**src/rtl/usb_irq_pkg.sv**
```systemverilog
package usb_irq_pkg;

	// ----------------------------------------------------------------
	// bus geometry
	// ----------------------------------------------------------------
	localparam int ADDR_W = 12; // byte address width seen by the slave
	localparam int DATA_W = 32; // apb data width

	// ----------------------------------------------------------------
	// register byte offsets
	// ----------------------------------------------------------------
	localparam logic [11:0] OFF_MASK_SET = 12'h000; // write-one-to-set mask
	localparam logic [11:0] OFF_MASK_CLR = 12'h004; // write-one-to-clear mask
	localparam logic [11:0] OFF_MASKED = 12'h008; // sources anded with mask
	localparam logic [11:0] OFF_MASK_VIEW = 12'h00C; // mask readback
	localparam logic [11:0] OFF_EOI = 12'h010; // end of interrupt vector
	localparam logic [11:0] OFF_DMA_CTRL = 12'h014; // transmit dma control
	localparam logic [11:0] OFF_TEARDOWN = 12'h018; // transmit dma teardown

	// ----------------------------------------------------------------
	// field layout
	// ----------------------------------------------------------------
	localparam int CORE_LSB = 16; // core sources in bits 24-16
	localparam int CORE_W = 9;
	localparam int RX_LSB = 9; // receive endpoints in bits 12-9
	localparam int RX_W = 4;
	localparam int TX_LSB = 0; // transmit endpoints in bits 4-0
	localparam int TX_W = 5;
	localparam int MASK_W = CORE_W + RX_W + TX_W; // packed {core, rx, tx}
	localparam int EOI_LSB = 0; // vector in bits 7-0
	localparam int EOI_W = 8;
	localparam int DMA_EN_BIT = 0; // dma enable in bit 0
	localparam int TD_READY_BIT = 31; // teardown ready in bit 31
	localparam int TD_CHAN_LSB = 0; // teardown channel in bits 1-0
	localparam int TD_CHAN_W = 2;

	// ----------------------------------------------------------------
	// reset values
	// ----------------------------------------------------------------
	localparam logic [MASK_W-1:0] MASK_RST = 18'h00000;
	localparam logic [EOI_W-1:0] EOI_RST = 8'h00;
	localparam logic DMA_EN_RST = 1'b0;
	localparam logic [TD_CHAN_W-1:0] TD_CHAN_RST = 2'h0;

	// teardown sequencer states, one-hot
	typedef enum logic [1:0] {
		TD_IDLE = 2'b01,
		TD_BUSY = 2'b10
	} td_state_t;

	// pull the three source fields out of a bus word
	function automatic logic [MASK_W-1:0] mask_from_word(input logic [DATA_W-1:0] w);
		return {w[CORE_LSB +: CORE_W], w[RX_LSB +: RX_W], w[TX_LSB +: TX_W]};
	endfunction : mask_from_word

	// place a packed mask vector back at its bus positions, rest zero
	function automatic logic [DATA_W-1:0] word_from_mask(input logic [MASK_W-1:0] m);
		logic [DATA_W-1:0] w;
		w = '0;
		w[CORE_LSB +: CORE_W] = m[MASK_W-1 -: CORE_W];
		w[RX_LSB +: RX_W] = m[TX_W +: RX_W];
		w[TX_LSB +: TX_W] = m[0 +: TX_W];
		return w;
	endfunction : word_from_mask

endpackage : usb_irq_pkg

```
**src/rtl/tx_dma_teardown_unit.sv**
```systemverilog
`timescale 1ns/100ps
module tx_dma_teardown_unit (
	input wire logic core_clk,
	input wire logic reset,
	input wire logic wr_req, // completed bus write to teardown register
	input wire logic [usb_irq_pkg::TD_CHAN_W-1:0] wr_chan, // channel written
	input wire logic td_done, // dma engine finished the teardown
	output logic ready, // register may be written
	output logic [usb_irq_pkg::TD_CHAN_W-1:0] chan, // channel held
	output logic td_req // one-cycle request to the dma engine
);

	// ----------------------------------------------------------------
	// teardown sequencer
	// ----------------------------------------------------------------
	usb_irq_pkg::td_state_t state_r, state_nxt; // idle means ready
	logic [usb_irq_pkg::TD_CHAN_W-1:0] chan_r, chan_nxt; // selected channel
	logic td_req_r, td_req_nxt; // request pulse

	// next state: a write while busy is dropped, so the held channel
	// can never change under a teardown in flight
	always_comb begin
		state_nxt = state_r;
		chan_nxt = chan_r;
		td_req_nxt = 1'b0;
		case (state_r)
			usb_irq_pkg::TD_IDLE: begin
				// accept only while ready
				if (wr_req) begin
					state_nxt = usb_irq_pkg::TD_BUSY;
					// capture the channel
					chan_nxt = wr_chan;
					td_req_nxt = 1'b1;
				end
			end
			usb_irq_pkg::TD_BUSY: begin
				// completion brings ready back
				if (td_done) begin
					state_nxt = usb_irq_pkg::TD_IDLE;
				end
			end
			default: begin
				state_nxt = usb_irq_pkg::TD_IDLE;
			end
		endcase
	end

	// registers only; R11: ready set and channel zero after reset
	always_ff @(posedge core_clk or posedge reset) begin
		if (reset) begin
			state_r <= usb_irq_pkg::TD_IDLE;
			chan_r <= usb_irq_pkg::TD_CHAN_RST;
			td_req_r <= 1'b0;
		end else begin
			state_r <= state_nxt;
			chan_r <= chan_nxt;
			td_req_r <= td_req_nxt;
		end
	end

	assign ready = state_r[0];
	assign chan = chan_r;
	assign td_req = td_req_r;

	// ----------------------------------------------------------------
	// checks
	// ----------------------------------------------------------------
	AST_TD_READY_GATE: assert property (@(posedge core_clk) disable iff (reset)
		td_req_r |-> $past(state_r) == usb_irq_pkg::TD_IDLE && state_r == usb_irq_pkg::TD_BUSY)
		else $error("teardown request issued while not ready");
	AST_TD_CHAN_HOLD: assert property (@(posedge core_clk) disable iff (reset)
		wr_req && state_r == usb_irq_pkg::TD_IDLE |=> chan_r == $past(wr_chan) && td_req_r)
		else $error("teardown channel not captured");

endmodule : tx_dma_teardown_unit

```
**src/rtl/usb_irq_mask_and_tx_dma_ctrl.sv**
```systemverilog
// What this block does
// write one clears matching core mask bit
// write one clears matching receive mask bit
// write one clears matching transmit mask bit
// masked view is sources and mask, read-only
// writing zero vector ends non-dma interrupt
// bit zero enables the transmit dma
// software sets up descriptors before enabling
// ready flag shows teardown may be written
// channel field picks one of four channels
// each mask bit passes or blocks source
// reset ready one, channel zero; zeros ignored
//
// The register addresses and the APB slave port are this design's own decisions.
`timescale 1ns/100ps
module usb_irq_mask_and_tx_dma_ctrl (
	input wire logic core_clk,
	input wire logic reset,
	input wire logic psel,
	input wire logic penable,
	input wire logic pwrite,
	input wire logic [usb_irq_pkg::ADDR_W-1:0] paddr,
	input wire logic [usb_irq_pkg::DATA_W-1:0] pwdata,
	output logic [usb_irq_pkg::DATA_W-1:0] prdata,
	output logic pready,
	output logic pslverr,
	input wire logic [usb_irq_pkg::CORE_W-1:0] core_src, // raw core sources
	input wire logic [usb_irq_pkg::RX_W-1:0] rx_src, // raw receive sources
	input wire logic [usb_irq_pkg::TX_W-1:0] tx_src, // raw transmit sources
	output logic [usb_irq_pkg::CORE_W-1:0] core_masked,
	output logic [usb_irq_pkg::RX_W-1:0] rx_masked,
	output logic [usb_irq_pkg::TX_W-1:0] tx_masked,
	output logic nondma_eoi, // one-cycle end of interrupt
	output logic tx_dma_enable, // level gate to the dma engine
	output logic td_req, // one-cycle teardown request
	output logic [usb_irq_pkg::TD_CHAN_W-1:0] td_channel,
	input wire logic td_done // dma engine finished teardown
);

	// ----------------------------------------------------------------
	// bus decode
	// ----------------------------------------------------------------
	logic bus_done; // completing access edge
	logic wr_done; // completing write
	logic [usb_irq_pkg::MASK_W-1:0] src_vec; // packed raw sources
	logic [usb_irq_pkg::MASK_W-1:0] wr_vec; // packed write data
	logic td_ready; // teardown may be written
	logic [usb_irq_pkg::TD_CHAN_W-1:0] td_chan; // held channel
	// state registers are declared here, ahead of the decode that reads them
	logic pready_r, pready_nxt; // access completes
	logic pslverr_r, pslverr_nxt; // error response
	logic [usb_irq_pkg::DATA_W-1:0] prdata_r, prdata_nxt; // read data
	logic [usb_irq_pkg::MASK_W-1:0] mask_r, mask_nxt; // packed {core, rx, tx}
	logic [usb_irq_pkg::MASK_W-1:0] masked_r, masked_nxt; // registered view
	logic [usb_irq_pkg::EOI_W-1:0] eoi_vec_r, eoi_vec_nxt; // last vector written
	logic eoi_pulse_r, eoi_pulse_nxt; // acknowledge pulse
	logic dma_en_r, dma_en_nxt; // dma gate

	// true for every offset that has a register behind it
	function automatic logic addr_known(input logic [usb_irq_pkg::ADDR_W-1:0] a);
		return a == usb_irq_pkg::OFF_MASK_SET || a == usb_irq_pkg::OFF_MASK_CLR ||
			a == usb_irq_pkg::OFF_MASKED || a == usb_irq_pkg::OFF_MASK_VIEW ||
			a == usb_irq_pkg::OFF_EOI || a == usb_irq_pkg::OFF_DMA_CTRL ||
			a == usb_irq_pkg::OFF_TEARDOWN;
	endfunction : addr_known

	assign bus_done = psel && penable && pready_r;
	assign wr_done = bus_done && pwrite;
	assign src_vec = {core_src, rx_src, tx_src};
	assign wr_vec = usb_irq_pkg::mask_from_word(pwdata);

	// ----------------------------------------------------------------
	// apb slave: one wait state, read data registered
	// ----------------------------------------------------------------
	// ready rises in the second access cycle; read data and error are
	// prepared one cycle ahead so they come straight from flops
	always_comb begin
		pready_nxt = psel && penable && !pready_r;
		pslverr_nxt = 1'b0;
		prdata_nxt = '0;
		if (pready_nxt) begin
			// unmapped or misaligned address answers with an error
			pslverr_nxt = !addr_known(paddr);
			if (!pwrite) begin
				case (paddr)
					// read-only masked view, reserved zero
					usb_irq_pkg::OFF_MASKED: begin
						prdata_nxt = usb_irq_pkg::word_from_mask(src_vec & mask_r);
					end
					usb_irq_pkg::OFF_MASK_VIEW: begin
						prdata_nxt = usb_irq_pkg::word_from_mask(mask_r);
					end
					usb_irq_pkg::OFF_EOI: begin
						prdata_nxt[usb_irq_pkg::EOI_LSB +: usb_irq_pkg::EOI_W] = eoi_vec_r;
					end
					usb_irq_pkg::OFF_DMA_CTRL: begin
						prdata_nxt[usb_irq_pkg::DMA_EN_BIT] = dma_en_r;
					end
					// ready flag readable in the top bit
					usb_irq_pkg::OFF_TEARDOWN: begin
						prdata_nxt[usb_irq_pkg::TD_READY_BIT] = td_ready;
						prdata_nxt[usb_irq_pkg::TD_CHAN_LSB +: usb_irq_pkg::TD_CHAN_W] = td_chan;
					end
					// mask clear and set are write-only and read zero
					default: begin
						prdata_nxt = '0;
					end
				endcase
			end
		end
	end

	// bus response registers
	always_ff @(posedge core_clk or posedge reset) begin
		if (reset) begin
			pready_r <= 1'b0;
			pslverr_r <= 1'b0;
			prdata_r <= '0;
		end else begin
			pready_r <= pready_nxt;
			pslverr_r <= pslverr_nxt;
			prdata_r <= prdata_nxt;
		end
	end

	// ----------------------------------------------------------------
	// interrupt mask and masked view
	// ----------------------------------------------------------------
	// only one register is addressed per write, so set and clear never meet
	always_comb begin
		mask_nxt = mask_r;
		if (wr_done && paddr == usb_irq_pkg::OFF_MASK_SET) begin
			mask_nxt = mask_r | wr_vec;
		end else if (wr_done && paddr == usb_irq_pkg::OFF_MASK_CLR) begin
			// core field cleared by ones
			// receive field cleared by ones
			// transmit field cleared by ones
			// zero bits leave the mask alone
			mask_nxt = mask_r & ~wr_vec;
		end
		// mask gates each source
		masked_nxt = src_vec & mask_r;
	end

	// mask registers
	always_ff @(posedge core_clk or posedge reset) begin
		if (reset) begin
			mask_r <= usb_irq_pkg::MASK_RST;
			masked_r <= '0;
		end else begin
			mask_r <= mask_nxt;
			masked_r <= masked_nxt;
		end
	end

	// ----------------------------------------------------------------
	// end of interrupt and dma control
	// ----------------------------------------------------------------
	// a nonzero vector is stored but acknowledges nothing
	always_comb begin
		eoi_vec_nxt = eoi_vec_r;
		eoi_pulse_nxt = 1'b0;
		dma_en_nxt = dma_en_r;
		if (wr_done && paddr == usb_irq_pkg::OFF_EOI) begin
			eoi_vec_nxt = pwdata[usb_irq_pkg::EOI_LSB +: usb_irq_pkg::EOI_W];
			// zero write ends the interrupt
			eoi_pulse_nxt = pwdata[usb_irq_pkg::EOI_LSB +: usb_irq_pkg::EOI_W] == usb_irq_pkg::EOI_RST;
		end
		// bit zero drives the gate
		if (wr_done && paddr == usb_irq_pkg::OFF_DMA_CTRL) begin
			dma_en_nxt = pwdata[usb_irq_pkg::DMA_EN_BIT];
		end
	end

	// control registers; enable order is software's business, the gate
	// follows the bit at once
	always_ff @(posedge core_clk or posedge reset) begin
		if (reset) begin
			eoi_vec_r <= usb_irq_pkg::EOI_RST;
			eoi_pulse_r <= 1'b0;
			dma_en_r <= usb_irq_pkg::DMA_EN_RST;
		end else begin
			eoi_vec_r <= eoi_vec_nxt;
			eoi_pulse_r <= eoi_pulse_nxt;
			dma_en_r <= dma_en_nxt;
		end
	end

	// ----------------------------------------------------------------
	// teardown
	// ----------------------------------------------------------------
	tx_dma_teardown_unit u_teardown (
		.core_clk(core_clk),
		.reset(reset),
		.wr_req(wr_done && paddr == usb_irq_pkg::OFF_TEARDOWN),
		.wr_chan(pwdata[usb_irq_pkg::TD_CHAN_LSB +: usb_irq_pkg::TD_CHAN_W]),
		.td_done(td_done),
		.ready(td_ready),
		.chan(td_chan),
		.td_req(td_req)
	);

	// ----------------------------------------------------------------
	// outputs
	// ----------------------------------------------------------------
	assign prdata = prdata_r;
	assign pready = pready_r;
	assign pslverr = pslverr_r;
	assign core_masked = masked_r[usb_irq_pkg::MASK_W-1 -: usb_irq_pkg::CORE_W];
	assign rx_masked = masked_r[usb_irq_pkg::TX_W +: usb_irq_pkg::RX_W];
	assign tx_masked = masked_r[0 +: usb_irq_pkg::TX_W];
	assign nondma_eoi = eoi_pulse_r;
	assign tx_dma_enable = dma_en_r;
	assign td_channel = td_chan;

	// ----------------------------------------------------------------
	// checks
	// ----------------------------------------------------------------
	AST_CLR_CORE: assert property (@(posedge core_clk) disable iff (reset)
		wr_done && paddr == usb_irq_pkg::OFF_MASK_CLR |=>
		(mask_r[17:9] & $past(wr_vec[17:9])) == 9'h000)
		else $error("core mask bit survived a clear");
	AST_CLR_RX: assert property (@(posedge core_clk) disable iff (reset)
		wr_done && paddr == usb_irq_pkg::OFF_MASK_CLR |=> (mask_r[8:5] & $past(wr_vec[8:5])) == 4'h0)
		else $error("receive mask bit survived a clear");
	AST_CLR_TX: assert property (@(posedge core_clk) disable iff (reset)
		wr_done && paddr == usb_irq_pkg::OFF_MASK_CLR |=> (mask_r[4:0] & $past(wr_vec[4:0])) == 5'h00)
		else $error("transmit mask bit survived a clear");
	AST_CLR_KEEP: assert property (@(posedge core_clk) disable iff (reset)
		wr_done && paddr == usb_irq_pkg::OFF_MASK_CLR |=> (mask_r & ~$past(wr_vec)) == ($past(mask_r) & ~$past(wr_vec)))
		else $error("clear disturbed a bit written as zero");
	AST_MASKED_READ: assert property (@(posedge core_clk) disable iff (reset)
		bus_done && !pwrite && paddr == usb_irq_pkg::OFF_MASKED |->
		prdata_r == usb_irq_pkg::word_from_mask($past(src_vec) & $past(mask_r)))
		else $error("masked view read wrong value");
	AST_MASK_GATE: assert property (@(posedge core_clk) disable iff (reset)
		##1 masked_r == ($past(src_vec) & $past(mask_r)))
		else $error("masked output does not follow mask");
	AST_EOI_PULSE: assert property (@(posedge core_clk) disable iff (reset)
		wr_done && paddr == usb_irq_pkg::OFF_EOI && pwdata[7:0] == 8'h00 |=> eoi_pulse_r ##1 !eoi_pulse_r)
		else $error("zero vector write gave no single pulse");
	AST_DMA_EN: assert property (@(posedge core_clk) disable iff (reset)
		wr_done && paddr == usb_irq_pkg::OFF_DMA_CTRL |=> tx_dma_enable == $past(pwdata[0]))
		else $error("dma enable does not follow bit zero");
	AST_READY_BUS: assert property (@(posedge core_clk) disable iff (reset) // apb ready lasts one cycle
		pready_r |=> !pready_r)
		else $error("ready held beyond one cycle");

endmodule : usb_irq_mask_and_tx_dma_ctrl

```
**config.mk**
```make
export PLATFORM = sky130hd
export DESIGN_NAME = usb_irq_mask_and_tx_dma_ctrl
export DESIGN_NICKNAME = d
export VERILOG_FILES = /design/src/rtl/usb_irq_pkg.sv /design/src/rtl/tx_dma_teardown_unit.sv /design/src/rtl/usb_irq_mask_and_tx_dma_ctrl.sv
export SDC_FILE = /design/constraint.sdc
export NUM_CORES = 1
export LEC_CHECK = 0
export BUFFER_PORTS_ARGS = -buffer_cell sky130_fd_sc_hd__buf_2
export CORE_ASPECT_RATIO = 0.75
export CORE_MARGIN = 2
export CORE_UTILIZATION = 52
export CTS_CLUSTER_DIAMETER = 40
export CTS_CLUSTER_SIZE = 16
export DETAILED_ROUTE_END_ITERATION = 8
export PLACE_DENSITY = 0.95
export SYNTH_ARGS = -nofsm -noshare
export SYNTH_HDL_FRONTEND = slang
export SYNTH_SLANG_ARGS = --single-unit
```
**constraint.sdc**
```tcl
create_clock -name core_clk -period 6.5 [get_ports core_clk]
set_input_delay 1.3 -clock core_clk [delete_from_list [all_inputs] [get_ports core_clk]]
set_output_delay 1.3 -clock core_clk [all_outputs]
set_load 0.02 [all_outputs]
```
==> key figures <==
Finish
  – Register area: 1880 µm²
  – Share of layout cells above drive strength 1: 0.389
  – Layout Cells excl Fill: 446
  – Final net count: 431
  – Multi-input gate area: 1090 µm²
  – Area delta synth->final: 24.8%
  – Diodes inserted: 0
  – FILL cells: 473

Worst setup path
  – Worst path required time: 6.79 ns
  – Critical path's largest stage delay: 0.76 ns
  – Crit start category: input port
  – Register-to-Register Path Depth: 4
  – Worst Path Max Fanout: 21
  – Critical path data arrival time: 3.32 ns
  – CP top delay family: simple AND/OR/NAND/NOR gates
  – Worst setup EP type: flop
  – Crit Path Class: in2reg
  – R2R Path End: prdata[12]
  – R2r startpoint: pready
  – Worst path bufs/invs: 1
  – R2R setup slack: 4.39 ns
  – Critical-path top delay cell: and2_1
  – Crit path cell chain: buf_2, nor4_4, and2_1, and3_1, o211a_1

Logic synthesis
  – Top cells by count, synth: dfrtp_1 (74), and2_1 (22), nand3_1 (21), inv_1 (20), mux2i_1 (18)
  – Post-synth design cell area: 3130 µm²
  – Synth Area in Simple Gates: 0.163
  – Post-synth cell types: 41
  – Sequential share of the synthesized area: 0.599
  – Synth Flop Type: dfrtp_1
  – Largest family of logic cells by synthesized area: simple AND/OR/NAND/NOR gates
  – Area leader, netlist: dfrtp_1
  – Synth top area share: 0.591
  – Synth warn: 0
  – Post-synth ARST share: 1.00
  – Mux share of post-synthesis cell area: 0.103
  – Post-Syn Instances: 258
  – Post-Syn Area per Cell: 12.1 µm²
  – Synth Area in Compound Gates: 0.0699
  – Count leader, synth: dfrtp_1
  – Top cells by area, synth: dfrtp_1 (59%), mux2i_1 (5.8%), and2_1 (4.4%)
  – Xor/xnor cell area share of the yosys netlist: 0
  – Post-Synth Adder-Cell Area: 0
  – EDFF count, synth: 0
  – Yosys reg bits: 75

Timing
  – Highest Clock Rate: 330 MHz
  – Worst Tran Pin Value: 0.903 ns
  – Clk_skew: 0.00925 ns
  – Final Setup Violations: 0
  – RSZ-0062 raised after global routing: false
  – Worst slew margin: 0.398
  – Pins over their slew limit: 0
  – Setup TNS: 0 ns
  – Tcrit/Tclk final: 0.466
  – Final min period: 3.03 ns
  – Final hold vios: 0

Min path
  – Hold Path Class: reg2reg
  – WHS Endpoint: pready
  – HP Start: pready
  – Hold depth: 1

Drt
  – WL final: 6820 µm
  – DRT iter0 DRCs: 103
  – Residual DRC: 0
  – DRT Pass-1 Iters: 4
  – Vias per std cell: 5.25
  – Post-DR wirelength/cell: 15.3 µm
  – Detail Route Antenna Nets: 0
  – Vias: 2341

Place
  – Final GP Congestion: 0.865
  – # port buffers: 103
  – Placed insts: 430
  – Dpl hpwl: 4770 µm

CTS
  – Post-cts sizing count: 0
  – Postcts setup bufs: 0
  – H-tree depth: 3
  – CTS tree: built
  – Worst-path clk slew: 0.08 ns
  – Hold buffer count at CTS: 0
  – Clock root cell: clkbuf_8
  – TritonCTS sink count: 75
  – CTS buffer count: 9
  – CTS Buffer Depth: 2
  – Clock Latency Late Sink: 0.35 ns

Floorplanning
  – Die X: 93.6 µm
  – Area of the core: 5830 µm²
  – I/O Pins: 125
  – Cell Rows: 24
  – Die height: 71.2 µm
  – Die Area: 6670 µm²
  – Starting Density: 0.538

GRT
  – Initial antenna violation count: 0
  – Vias in the first global route: 2338
  – Grt ovf: 0
  – Pin count of the biggest net entering global routing: 76
  – First-pass GRT wire length: 11100 µm
  – All-Layer GR Usage: 0.219

Power and ir drop
  – Peak VDD IR: 127 µV
  – Leakage: 2.21 nW
  – PwrDens: 248 nW/µm²

Status
  – Outcome: finished clean

Flow run
  – Max-cap violations: 0
-- kinds of logic (layout without fill, tap and decap cells) --
group                  after synthesis  after routing
other                                1             10
AND/OR/NAND/NOR                     84             84
multiplexers                        30             30
AO/OA/AOI/OAI                       28             28
flip-flops                          75             75
buffers and inverters               40            141
-- cells in the final DEF (no fill, tap or decap), types with 2 or more instances in the layout --
cell / count
a21oi_1: 4
a31oi_1: 2
and2_1: 22
buf_2: 103
bufinv_16: 3
clkbuf_8: 9
clkinv_2: 2
conb_1: 10
dfrtp_1: 74
inv_1: 19
mux2_2: 10
mux2_4: 2
mux2i_1: 18
nand2_1: 10
nand2b_1: 2
nand3_1: 21
nor2_1: 6
nor3_1: 3
nor3_4: 2
nor4_1: 4
o211a_1: 11
o211ai_1: 5
o21ai_0: 3
-- metrics by stage --
stage	hold WS, ns	utilization	instance area, µm²	total power [mW]	setup slack [ns]
2_1_floorplan	0.449	-	3170	0.523	3.29
4_1_cts	0.490	0.671	3910	0.975	3.48
3_3_place_gp	0.463	0.630	3670	0.550	3.12
3_5_place_dp	0.473	0.630	3670	0.552	3.10
6_report	0.491	0.671	3910	0.968	3.47
5_1_grt	0.522	0.671	3910	1.00	3.35
-- final cells by class --
class	count	share of cell area
sequential	75	0.480
multi-input combinational	152	0.279
timing repair buffer	104	0.134
tap	78	0.0250
inverter	21	0.0205
clock inverter	6	0.0285
clock buffer	10	0.0327
-- power breakdown --
part / switching (mW) / internal [mW]
combinational: 0.0440 / 0.0234
clock: 0.171 / 0.256
sequential: 0.00180 / 0.473
total: 0.217 / 0.752
-- worst max-delay path by stage --
stage | depth (start not counted) | endpoint | from
floorplan | 1 | asynchronous set/reset pin | reset
global placement | 5 | prdata[21] | paddr[9]
detailed placement | 5 | prdata[12] | paddr[9]
CTS | 5 | prdata[12] | paddr[9]
global route | 5 | prdata[12] | paddr[9]
finish | 5 | prdata[12] | paddr[9]
-- layer usage --
| layer | vias up | wire, µm | GRT usage |
|---|---|---|---|
| met1 | 1151 | 2840 | 0.293 |
| met2 | 96 | 3370 | 0.345 |
| met3 | 16 | 463 | 0.0662 |
| met4 | 0 | 148 | 0.0821 |
| li1 | 1078 | - | - |
| met5 | - | 0 | 0 |
-- worst reg2reg max path: stages, from the launching register on --
cell and delay [ns]:
dfrtp_1 0.41, nor4bb_1 0.35, nand3_2 0.28, nor2_1 0.75, o211a_1 0.27
Note: power is estimated with default switching activity, not from simulation.
